<file path="src/pkg/sbr_pkg.sv">
package sbr_pkg;

  localparam int SBR_GROUPS = 8;
  localparam int SBR_BITS = 32;
  localparam int SBR_GROUP_W = 4;

  localparam int SBR_CLK_HZ = 20000000;
  // Base reading period is one fifth of a second.
  localparam int SBR_BASE_MS = 200;
  localparam int SBR_BASE_CYC = SBR_CLK_HZ / 1000 * SBR_BASE_MS;
  // Flag stands at least this long in each update taken outside output hold.
  localparam int SBR_FLAG_MS = 50;
  localparam int SBR_FLAG_CYC = SBR_CLK_HZ / 1000 * SBR_FLAG_MS;
  // Rate setting runs 1 to 35 base periods: 0.2 s up to 7 s.
  localparam int SBR_RATE_MIN = 1;
  localparam int SBR_RATE_MAX = 35;
  localparam logic [5:0] SBR_RATE_RST = 6'h01;

  typedef struct packed {
    logic [3:0] func;
    logic exp_pol;
    logic exp_tens;
    logic [3:0] exp_units;
    logic [3:0] digit0;
    logic [3:0] digit1;
    logic [3:0] digit2;
    logic [1:0] range_dir;
    logic digit3;
    logic polarity;
    logic [1:0] dp_low;
    logic [3:0] dp_high;
  } sbr_reading_t;

  typedef struct packed {
    logic [SBR_BITS-1:0] lvl;
    logic [SBR_BITS-1:0] oe;
  } sbr_pins_t;

endpackage : sbr_pkg

</file>
<file path="src/logic/sbr_rate_timer.sv">
`timescale 1ns/100ps
module sbr_rate_timer
  import sbr_pkg::*;
#(
  parameter int BASE_CYC = SBR_BASE_CYC
) (
  input wire logic sys_clk_in, // Clock.
  input wire logic srst_in, // Synchronous reset.
  input wire logic [5:0] rate_in, // Base periods per update.
  output logic base_tick_out, // One pulse per base period.
  output logic update_out // One pulse per output update.
);

  logic [31:0] base_cnt_r, base_cnt_nxt;
  logic [5:0] per_cnt_r, per_cnt_nxt;
  logic [5:0] rate_lim;

  always_comb begin
    rate_lim = rate_in;
    if (rate_in < 6'(SBR_RATE_MIN)) begin
      rate_lim = 6'(SBR_RATE_MIN);
    end else if (rate_in > 6'(SBR_RATE_MAX)) begin
      rate_lim = 6'(SBR_RATE_MAX);
    end
    base_tick_out = (base_cnt_r == 32'(BASE_CYC - 1));
    base_cnt_nxt = base_tick_out ? 32'h0 : base_cnt_r + 32'h1;
    per_cnt_nxt = per_cnt_r;
    update_out = 1'b0;
    if (base_tick_out) begin
      if (per_cnt_r + 6'h01 >= rate_lim) begin
        per_cnt_nxt = 6'h00;
        update_out = 1'b1;
      end else begin
        per_cnt_nxt = per_cnt_r + 6'h01;
      end
    end
  end

  always_ff @(posedge sys_clk_in) begin
    if (srst_in) begin
      base_cnt_r <= 32'h0;
      per_cnt_r <= 6'h00;
    end else begin
      base_cnt_r <= base_cnt_nxt;
      per_cnt_r <= per_cnt_nxt;
    end
  end

  update_period_a: assert property (@(posedge sys_clk_in)
    disable iff (srst_in)
    (per_cnt_r < 6'(SBR_RATE_MAX)))
    else $error("period count beyond the longest interval");

endmodule : sbr_rate_timer

</file>
<file path="src/logic/sbr_reading_port.sv">
`timescale 1ns/100ps
module sbr_reading_port
  import sbr_pkg::*;
#(
  parameter int BASE_CYC = SBR_BASE_CYC,
  parameter int FLAG_CYC = SBR_FLAG_CYC
) (
  input wire logic sys_clk_in, // 20 MHz clock.
  input wire logic srst_in, // Synchronous reset, high.
  input wire sbr_reading_t reading_in, // Latest conversion result.
  input wire logic [5:0] rate_in, // Update interval in 0.2 s steps.
  input wire logic [7:0] strobe_n_in, // Group strobes, active low, pins.
  input wire logic out_hold_n_in, // Output hold, active low, pin.
  input wire logic disp_hold_n_in, // Display hold, active low, pin.
  input wire logic zero_chk_n_in, // Remote offset check, active low, pin.
  input wire logic man_range_n_in, // Manual sensitivity, active low, pin.
  input wire logic [2:0] range_sel_in, // Coded sensitivity lines, pin.
  output sbr_pins_t pins_out, // Open-collector levels and enables.
  output logic flag_out, // Timing flag, data stable while high.
  output logic flag_n_out, // Inverted timing flag.
  output logic disp_hold_out, // Display hold request to the meter.
  output logic zero_chk_out, // Offset check request to the meter.
  output logic man_range_out, // Remote sensitivity selection enabled.
  output logic [2:0] range_out // Remote sensitivity code.
);

  logic [7:0] stb_s1_r, stb_s2_r;
  logic [3:0] ctl_s1_r, ctl_s2_r;
  logic [2:0] rng_s1_r, rng_s2_r;
  logic [SBR_BITS-1:0] data_r, data_nxt;
  logic [SBR_BITS-1:0] oe_r, oe_nxt;
  logic [SBR_BITS-1:0] drive_r, drive_nxt;
  logic flag_r, flag_nxt;
  logic [31:0] flag_cnt_r, flag_cnt_nxt;
  logic base_tick, update;
  logic [31:0] upd_gap_r, upd_gap_nxt;
  logic [31:0] flag_len_r, flag_len_nxt;

  // Pins cross into the clock domain through two flops before any use.
  always_ff @(posedge sys_clk_in) begin
    if (srst_in) begin
      stb_s1_r <= 8'hff;
      stb_s2_r <= 8'hff;
      ctl_s1_r <= 4'hf;
      ctl_s2_r <= 4'hf;
      rng_s1_r <= 3'h0;
      rng_s2_r <= 3'h0;
    end else begin
      stb_s1_r <= strobe_n_in;
      stb_s2_r <= stb_s1_r;
      ctl_s1_r <= {out_hold_n_in, disp_hold_n_in, zero_chk_n_in,
                   man_range_n_in};
      ctl_s2_r <= ctl_s1_r;
      rng_s1_r <= range_sel_in;
      rng_s2_r <= rng_s1_r;
    end
  end

  sbr_rate_timer #(
    .BASE_CYC(BASE_CYC)
  ) u_timer (
    .sys_clk_in(sys_clk_in),
    .srst_in(srst_in),
    .rate_in(rate_in),
    .base_tick_out(base_tick),
    .update_out(update)
  );

  // Each group's 4 enables follow its own strobe.
  function automatic logic [SBR_BITS-1:0] group_oe(input logic [7:0] stb_n);
    logic [SBR_BITS-1:0] m;
    m = '0;
    for (int g = 0; g < SBR_GROUPS; g++) begin
      m[g*SBR_GROUP_W +: SBR_GROUP_W] = {SBR_GROUP_W{~stb_n[g]}};
    end
    return m;
  endfunction : group_oe

  always_comb begin
    data_nxt = data_r;
    flag_nxt = flag_r;
    flag_cnt_nxt = flag_cnt_r;
    // The data word changes only at an update; the flag then stands for
    // a fixed time so the far side has a quiet window to sample in.
    if (update && ctl_s2_r[3]) begin
      data_nxt = reading_in;
      flag_nxt = 1'b1;
      flag_cnt_nxt = 32'(FLAG_CYC - 1);
    end else if (flag_r) begin
      if (flag_cnt_r == 32'h0) begin
        flag_nxt = 1'b0;
      end else begin
        flag_cnt_nxt = flag_cnt_r - 32'h1;
      end
    end
    oe_nxt = group_oe(stb_s2_r);
    drive_nxt = oe_nxt & ~data_nxt;
  end

  always_ff @(posedge sys_clk_in) begin
    if (srst_in) begin
      data_r <= '0;
      oe_r <= '0;
      drive_r <= '0;
      flag_r <= 1'b0;
      flag_cnt_r <= 32'h0;
    end else begin
      data_r <= data_nxt;
      oe_r <= oe_nxt;
      drive_r <= drive_nxt;
      flag_r <= flag_nxt;
      flag_cnt_r <= flag_cnt_nxt;
    end
  end

  // Open collector: a driven bit pulls low when the data bit is 0, and
  // never drives a high, so several units can share the lines. The enable
  // is a flop of its own so the pins cannot glitch as strobes move.
  assign pins_out = {{SBR_BITS{1'b0}}, drive_r};
  assign flag_out = flag_r;
  assign flag_n_out = ~flag_r;
  assign disp_hold_out = ~ctl_s2_r[2];
  assign zero_chk_out = ~ctl_s2_r[1];
  assign man_range_out = ~ctl_s2_r[0];
  assign range_out = rng_s2_r;

  // Checker helpers: cycles since the last update, and how long the flag
  // has stood so far. Nothing but the assertions below reads them.
  always_comb begin
    upd_gap_nxt = update ? 32'h0 : upd_gap_r + 32'h1;
    flag_len_nxt = flag_r ? flag_len_r + 32'h1 : 32'h0;
  end

  always_ff @(posedge sys_clk_in) begin
    if (srst_in) begin
      upd_gap_r <= 32'h0;
      flag_len_r <= 32'h0;
    end else begin
      upd_gap_r <= upd_gap_nxt;
      flag_len_r <= flag_len_nxt;
    end
  end

  unstrobed_quiet_a: assert property (@(posedge sys_clk_in)
    disable iff (srst_in)
    (&stb_s2_r) |=> (pins_out.oe == '0))
    else $error("unstrobed unit drives the bus");

  group_enable_a: assert property (@(posedge sys_clk_in)
    disable iff (srst_in)
    !stb_s2_r[0] |=> (oe_r[3:0] == 4'hf))
    else $error("strobed group not enabled");

  all_strobes_a: assert property (@(posedge sys_clk_in)
    disable iff (srst_in)
    (stb_s2_r == 8'h00) |=> (&oe_r))
    else $error("full parallel enable missing");

  full_drive_a: assert property (@(posedge sys_clk_in)
    disable iff (srst_in)
    (&oe_r) |-> (pins_out.oe == ~data_r))
    else $error("enabled outputs do not follow the data");

  flag_stable_a: assert property (@(posedge sys_clk_in)
    disable iff (srst_in)
    (flag_r && $past(flag_r)) |-> $stable(data_r))
    else $error("data changed while flag high");

  flag_width_a: assert property (@(posedge sys_clk_in)
    disable iff (srst_in)
    $fell(flag_r) |-> (flag_len_r == 32'(FLAG_CYC)))
    else $error("flag stood for the wrong time");

  hold_keeps_a: assert property (@(posedge sys_clk_in)
    disable iff (srst_in)
    !ctl_s2_r[3] |=> $stable(data_r))
    else $error("data changed under output hold");

  hold_no_flag_a: assert property (@(posedge sys_clk_in)
    disable iff (srst_in)
    (update && !ctl_s2_r[3]) |=> !$rose(flag_r))
    else $error("flag raised under output hold");

  update_load_a: assert property (@(posedge sys_clk_in)
    disable iff (srst_in)
    (update && ctl_s2_r[3]) |=> (flag_r && data_r == $past(reading_in)))
    else $error("update did not load reading");

  flag_rise_a: assert property (@(posedge sys_clk_in)
    disable iff (srst_in)
    $rose(flag_r) |-> $past(update))
    else $error("flag rose without an update");

  base_tick_a: assert property (@(posedge sys_clk_in)
    disable iff (srst_in)
    update |-> base_tick)
    else $error("update off the base period");

  update_step_a: assert property (@(posedge sys_clk_in)
    disable iff (srst_in)
    update |-> ((upd_gap_r + 32'h1) % 32'(BASE_CYC) == 32'h0))
    else $error("update interval not whole base periods");

  update_bound_a: assert property (@(posedge sys_clk_in)
    disable iff (srst_in)
    update |-> (upd_gap_r >= 32'(BASE_CYC - 1) &&
                upd_gap_r < 32'(SBR_RATE_MAX * BASE_CYC)))
    else $error("update interval out of range");

endmodule : sbr_reading_port

</file>
<file path="config.mk">
export PLATFORM = sky130hd
export DESIGN_NAME = sbr_reading_port
export DESIGN_NICKNAME = d
export VERILOG_FILES = /design/src/pkg/sbr_pkg.sv /design/src/logic/sbr_rate_timer.sv /design/src/logic/sbr_reading_port.sv
export SDC_FILE = /design/constraint.sdc
export NUM_CORES = 1
export LEC_CHECK = 0
export ABC_AREA = 1
export BUFFER_PORTS_ARGS = -buffer_cell sky130_fd_sc_hd__buf_4
export CAP_MARGIN = 0
export CORE_ASPECT_RATIO = 1.5
export CORE_MARGIN = 1.5
export CORE_UTILIZATION = 49
export DETAILED_ROUTE_END_ITERATION = 7
export GPL_TIMING_DRIVEN = 0
export PLACE_DENSITY = 0.71
export REMOVE_ABC_BUFFERS = 1
export SLEW_MARGIN = 20
export SYNTH_ARGS = -nofsm -noshare
export SYNTH_HDL_FRONTEND = slang
export SYNTH_HIERARCHICAL = 1
export SYNTH_SLANG_ARGS = --single-unit
</file>
<file path="constraint.sdc">
create_clock -name sys_clk_in -period 7.69 [get_ports sys_clk_in]
set_clock_uncertainty 0.05 [all_clocks]
set_input_delay 1.9225 -clock sys_clk_in [delete_from_list [all_inputs] [get_ports sys_clk_in]]
set_output_delay 1.9225 -clock sys_clk_in [all_outputs]
set_load 0.01 [all_outputs]
</file>
==> results of run 1 <==
-- layer usage --
metal | routed length [um] | part of all wire
met1 | 6965 | 0.39
met2 | 9799 | 0.54
met3 | 640 | 0.036
met4 | 617 | 0.034
met5 | 0 | 0
-- area by class of cell --
cell class	count	area, sq um
clock buffer	18	439.2
timing repair buffer	95	725.7
fill	1523	6519
inverter	118	444.2
multi-input combinational	787	3837
tap	203	254.0
clock inverter	14	172.7
sequential	165	3303
-- cells in the mapped netlist (2+ instances only) --
| cell type | number |
|---|---|
| nand2_1 | 230 |
| nor2_1 | 221 |
| dfxtp_1 | 165 |
| inv_1 | 114 |
| or2_2 | 65 |
| nand3_1 | 52 |
| a21oi_1 | 38 |
| o21ai_0 | 36 |
| buf_4 | 32 |
| xor2_1 | 21 |
| clkbuf_1 | 17 |
| nor2_2 | 16 |
| a21oi_2 | 10 |
| ha_1 | 10 |
| xnor2_1 | 10 |
| nand3b_1 | 7 |
| nand2_2 | 6 |
| nand2_4 | 5 |
| nand4_1 | 5 |
| nor2_4 | 5 |
| nor3_1 | 5 |
| buf_6 | 3 |
| buf_8 | 2 |
| inv_2 | 2 |
| nor2_8 | 2 |
| o21ai_1 | 2 |
-- worst register-to-register path, stage by stage, from the launching register on --
cell and delay (ns):
dfxtp_1 0.46, ha_1 0.24, nand3_1 0.11, xor2_1 0.24, inv_1 0.07, ha_1 0.29
nand2_1 0.09, inv_1 0.04, a21oi_1 0.13, nand2_1 0.13, inv_1 0.15, nor3_1 0.07
nand2_2 0.22, buf_12 0.25, inv_2 0.30, nor2_1 0.26, clkinv_1 0.52, a21oi_1 0.31
-- through the flow --
step	hold WS, ns	area, sq um	utilization
after floorplan	0.3383	7582	-
after global placement	0.3388	8542	0.5442
after detailed placement	0.3434	8564	0.5457
after CTS	0.3548	9176	0.5847
after global routing	0.3693	9176	0.5847
final	0.3541	9176	0.5847
-- worst paths after layout --
kind	start	endpoint	slack [ns]	depth (start not counted)
setup / recovery	rate_in[4]	flag_cnt_r[28]	2.66	19
hold / removal	rng_s1_r[1]	range_out[1]	0.35	2
setup reg to reg	u_timer/per_cnt_r[0]	flag_cnt_r[28]	3.69	17
hold reg to reg	rng_s1_r[1]	range_out[1]	0.35	2
-- cell families (layout without fill, tap and decap cells) --
kind of cell | count (synthesis) | count (layout) | share of synthesized area
fa+ha+maj | 10 | 10 | 0.01591
flops | 165 | 165 | 0.4201
compound gates | 91 | 91 | 0.06572
xor+xnor | 31 | 31 | 0.03453
buf+inv | 175 | 245 | 0.1069
simple gates | 623 | 623 | 0.3563
other cells | 1 | 32 | 0.0004769
-- sequential cells by signal, summed over array words and instances, names as in the netlist, 4 cells and up --
signal	flops
u_timer/per_cnt_r	6
stb_s1_r	8
ctl_s2_r	4
stb_s2_r	8
u_timer/base_cnt_r	32
data_r	32
drive_r	32
ctl_s1_r	4
flag_cnt_r	32
-- power breakdown --
group / leakage (nW) / switching [mW] / internal, mW
logic: 2.89 / 0.0373 / 0.0335
registers: 1.34 / 0.00439 / 0.867
clock network: 0.299 / 0.387 / 0.477
==> flow_metrics.tcl, run 1 <==
set metrics [dict create \
    yosysUniqueCellTypes 41 \
    rsz0062_at_grt "no" \
    synth_edf_count 0 \
    gpl.final_weighted_congestion 0.9891 \
    fin_nets 1249 \
    endpoint_kind "register" \
    period_minus_slack_ns 5.031 \
    grt_overflow_total 0 \
    slowest_delay_ns 0.52 \
    met2_usage 0.4160 \
    cts_tree "built" \
    drv_slew 0 \
    grt_pass1_wl_um 28850 \
    h-tree-depth 4 \
    clkLatencyLatePin_ns 0.42 \
    yosys.area.top_type "dfxtp_1" \
    die_area_sq_um 16830 \
    chipHeight_um 158.1 \
    dp_hpwl_um 13160 \
    cts_made_buffers 17 \
    synthTopCellsByArea "dfxtp_1, nand2_1, nor2_1" \
    cp.arrival_ns 5.31 \
    clkSinkCount 165 \
    maxCapViolCount 0 \
    yosysSeqAreaShare 0.4201 \
    relSlewSlack 0.4557 \
    ys.flop_type "dfxtp_1" \
    cp_max_fo 40 \
    period_share 0.6543 \
    post_cts.repair.setup_buffers 0 \
    crit_family "buffers and inverters" \
    async_reset_ff_frac 0 \
    p_per_area_nw_per_um2 196.9 \
    final_common_cell "nand2_1" \
    finalHoldViolations 0 \
    syn-cell-area_sq_um 7863 \
    vias_per_cell 4.850 \
    p_leak_nw 4.528 \
    synth-seq-cells 165 \
    worst_path_most_repeated_cell "nand2_1" \
    ant_nets 0 \
    num_vias 6790 \
    grt_usage 0.2171 \
    synth_top_area_frac 0.4201 \
    dp_cells 1368 \
    avgRoutedWirePerCell_um 12.87 \
    setup_viol 0 \
    clk_path_buf_depth 2 \
    wl_um 18020 \
    ir_drop_mv 0.1165 \
    drc 0 \
    path_buf_inv 6 \
    diodes 0 \
    drive_above_1_share 0.2055 \
    grt_max_degree 86 \
    portBuffers 94 \
    global_route.usage.met3 0.03705 \
    stdcell_count 1400 \
    critical_path.slowest_cell "clkinv_1" \
    area_delta_synth_final_pct 16.71 \
    critPathLaunchType "primary input" \
    met1_usage 0.2282 \
    antenna_found_initial 0 \
    worstPathRequired_ns 7.97 \
    setup_slack_ns 2.659 \
    rows 56 \
    synth_warnings 6 \
    syn_avg_cell_area_sq_um 7.174 \
    max_freq_ghz 0.1988 \
    pin_count 127 \
    coreArea_sq_um 15700 \
    crit_chain "buf_4, nor3_1, nor2_1, a211o_1, ha_1, inv_1, nand2_1, nand2_1, nand2_1, nand2_1, nand2_1, inv_1, nor3_1, nand2_2, buf_12, inv_2, nor2_1, clkinv_1, a21oi_1" \
    start_util 0.5010 \
    layout_common_cells "nand2_1, nor2_1, dfxtp_1" \
    die_w_um 106.4 \
    min_path_type "reg -> reg" \
    clk_pin_slew_ns 0.07 \
    outcome "completed" \
    first_global_vias 6317 \
    hold_buffers 0 \
    tightest_slew_ns 0.8165 \
    cts_root_buffer "clkbuf_16" \
    drt-pass1-iter-count 5 \
    tns_ns 0 \
    power_mw 1.807 \
    dr.first_iter.drc_count 284 \
    netlist_instances 1096 \
    grt_busiest_layer "met2" \
    cts_resized 0 \
    criticalPathCategory "in -> reg" \
    post-place-ws_ns 2.226 \
]
No activity file was read; power rests on OpenSTA's default activity.
==> run 2, diff against run 1 <==
--- a/config.mk
+++ b/config.mk
@@ -5,7 +5,7 @@
 export SDC_FILE = /design/constraint.sdc
 export NUM_CORES = 1
 export LEC_CHECK = 0
-export ABC_AREA = 1
+export ABC_AREA = 0
 export BUFFER_PORTS_ARGS = -buffer_cell sky130_fd_sc_hd__buf_4
 export CAP_MARGIN = 0
 export CORE_ASPECT_RATIO = 1.5
@@ -13,7 +13,7 @@
 export CORE_UTILIZATION = 49
 export DETAILED_ROUTE_END_ITERATION = 7
 export GPL_TIMING_DRIVEN = 0
-export PLACE_DENSITY = 0.71
+export PLACE_DENSITY = 0.72
 export REMOVE_ABC_BUFFERS = 1
 export SLEW_MARGIN = 20
 export SYNTH_ARGS = -nofsm -noshare
==> constraint.sdc (replaced) <==
create_clock -name sys_clk_in -period 4.68 [get_ports sys_clk_in]
set_clock_uncertainty 0.05 [all_clocks]
set_input_delay 1.17 -clock sys_clk_in [delete_from_list [all_inputs] [get_ports sys_clk_in]]
set_output_delay 1.17 -clock sys_clk_in [all_outputs]
set_load 0.01 [all_outputs]
==> run 2 against run 1 <==
Via count fell by 27%; critical path type unchanged; critical path depth is 6 lower; cell count is 32% lower.
==> flow_metrics.tcl, run 2 <==
set metrics [dict create \
    global_route.usage.met3 0.04995 \
    clkLatencyLatePin_ns 0.42 \
    critPathLaunchType "primary input" \
    drt-pass1-iter-count 4 \
    met2_usage 0.3541 \
    vias_per_cell 5.202 \
    clkSinkCount 165 \
    period_share 0.8954 \
    layout_common_cells "dfxtp_1, buf_4, nor2_1" \
    first_global_vias 4786 \
    p_per_area_nw_per_um2 377.8 \
    worstPathRequired_ns 4.99 \
    yosysUniqueCellTypes 48 \
    tns_ns 0 \
    p_int_mw 2.346 \
    wl_um 13400 \
    maxCapViolCount 0 \
    dp_cells 927 \
    finalHoldViolations 0 \
    met1_usage 0.1978 \
    worst_path_most_repeated_cell "nor2_1" \
    pwr-share-comb 0.041 \
    yosysMostFrequentCell "dfxtp_1" \
    portBuffers 94 \
    p_seq_frac 0.478 \
    drc 0 \
    yosys.area.top_type "dfxtp_1" \
    netlist_instances 700 \
    cts_tree "built" \
    coreArea_sq_um 13400 \
    syn_avg_cell_area_sq_um 9.531 \
    gpl.final_weighted_congestion 0.8104 \
    timing.hold.ws_ns 0.3543 \
    synth_common_cells "dfxtp_1, nor2_1, buf_4, and2_1, mux2i_1" \
    drive_above_1_share 0.2146 \
    crit_chain "buf_4, nor3_1, nor2_1, a211o_1, ha_1, nor2b_1, o21ai_0, a211oi_2, nor2_1, nand2_4, nand2b_1, or4_1, o21ai_1" \
    cp_max_fo 18 \
    chipHeight_um 145.9 \
    die_area_sq_um 14340 \
    syn-cell-area_sq_um 6671 \
    rsz0062_at_grt "no" \
    slowest_delay_ns 0.64 \
    criticalPathCategory "in -> reg" \
    cts_root_buffer "clkbuf_16" \
    outcome "completed" \
    die_w_um 98.27 \
    p_switching_mw 0.6614 \
    cts_resized 0 \
    antenna_found_initial 0 \
    hold_buffers 0 \
    period_minus_slack_ns 4.190 \
    ir_drop_mv 0.2357 \
    avgRoutedWirePerCell_um 13.97 \
    clk_path_buf_depth 2 \
    tightest_slew_ns 1.037 \
    dpl-instance-area_sq_um 7343 \
    yosysSeqAreaShare 0.4951 \
    grt_pass1_wl_um 21750 \
    clk_pin_slew_ns 0.07 \
    synth_edf_count 0 \
    cts_made_buffers 17 \
    path_buf_inv 1 \
    stdcell_count 959 \
    final_common_cell "dfxtp_1" \
    dr.first_iter.drc_count 161 \
    h-tree-depth 4 \
    dp_hpwl_um 9393 \
    start_util 0.4978 \
    synthTopCellsByArea "dfxtp_1, mux2i_1, nor2_1" \
    ant_nets 0 \
    critical_path.slowest_cell "or4_1" \
    pin_count 127 \
    cp.arrival_ns 4.50 \
    synth_warnings 6 \
    synth_top_area_frac 0.4951 \
    endpoint_kind "register" \
    synth-seq-cells 165 \
    grt_usage 0.1890 \
    clockPowerShare 0.480 \
    diodes 0 \
    async_reset_ff_frac 0 \
    grt_busiest_layer "met2" \
    ys.flop_type "dfxtp_1" \
    final_cell_area_sq_um 7959 \
    drv_slew 0 \
    num_vias 4989 \
    area_delta_synth_final_pct 19.30 \
    fin_nets 849 \
    max_freq_ghz 0.2386 \
    post_cts.repair.setup_buffers 0 \
    crit_family "simple AND/OR/NAND/NOR gates" \
    rows 52 \
    relSlewSlack 0.3087 \
    grt_overflow_total 0 \
    p_leak_nw 3.497 \
    netSwitchingFraction 0.2200 \
    grt_max_degree 94 \
    min_path_type "reg -> reg" \
    setup_viol 0 \
]
run 2: cell type report:
type                            instances  area (sq um)
Fill cell                            1152          5444
Sequential cell                       165          3303
Multi-Input combinational cell        492          3043
Timing Repair Buffer                   95         733.2
Clock buffer                           18         429.2
Tap cell                              162         202.7
Clock inverter                         14         186.4
Inverter                               13         61.31
run 2: stage by stage:
stage                     setup slack, ns  utilization  total power, mW
after detailed placement          0.06040       0.5479            1.595
after global placement             -1.998       0.5453            1.590
after global routing               0.2024       0.5938            3.113
after CTS                          0.5105       0.5938            3.033
final                              0.4896       0.5938            3.007
after floorplan                   -0.5963            -            1.521
run 2: final timing paths:
| path | start | end | cells after the start | slack, ns |
|---|---|---|---|---|
| hold / removal | stb_s1_r[3] | stb_s2_r[3] | 1 | 0.35 |
| setup reg to reg | u_timer/per_cnt_r[0] | flag_cnt_r[7] | 11 | 0.93 |
| setup / recovery | rate_in[4] | flag_cnt_r[7] | 13 | 0.49 |
| hold reg to reg | stb_s1_r[3] | stb_s2_r[3] | 1 | 0.35 |
run 2: kinds of logic after synthesis:
logic type / Yosys count / synth area share
simple gates: 307 / 0.2500
flops: 165 / 0.4951
buf+inv: 74 / 0.06733
compound gates: 69 / 0.06433
xor+xnor: 39 / 0.05120
mux: 35 / 0.05270
fa+ha+maj: 10 / 0.01875
other cells: 1 / 0.0005621
run 2: worst register-to-register path: stages, from the launching register on:
cell and delay (ns):
dfxtp_1 0.41, ha_1 0.27, nand3_1 0.11, xnor2_1 0.25
ha_1 0.29, and3_1 0.19, a211oi_2 0.58, nor2_1 0.19
nand2_4 0.21, nand2b_1 0.42, or4_1 0.64, o21ai_1 0.08
run 2: per-layer routing:
metal	up-vias	wire, um
met5	-	0
met4	0	178
met3	11	487
met2	94	7484
met1	2372	5247
li1	2512	-
run 2: power by group through the flow:
stage	clock, mW	sequential (mW)	combinational [mW]
4_1_cts	1.47	1.44	0.126
3_5_place_dp	0	1.47	0.125
3_3_place_gp	0	1.47	0.122
2_1_floorplan	0	1.47	0.0503
6_report	1.44	1.44	0.125
5_1_grt	1.54	1.44	0.137
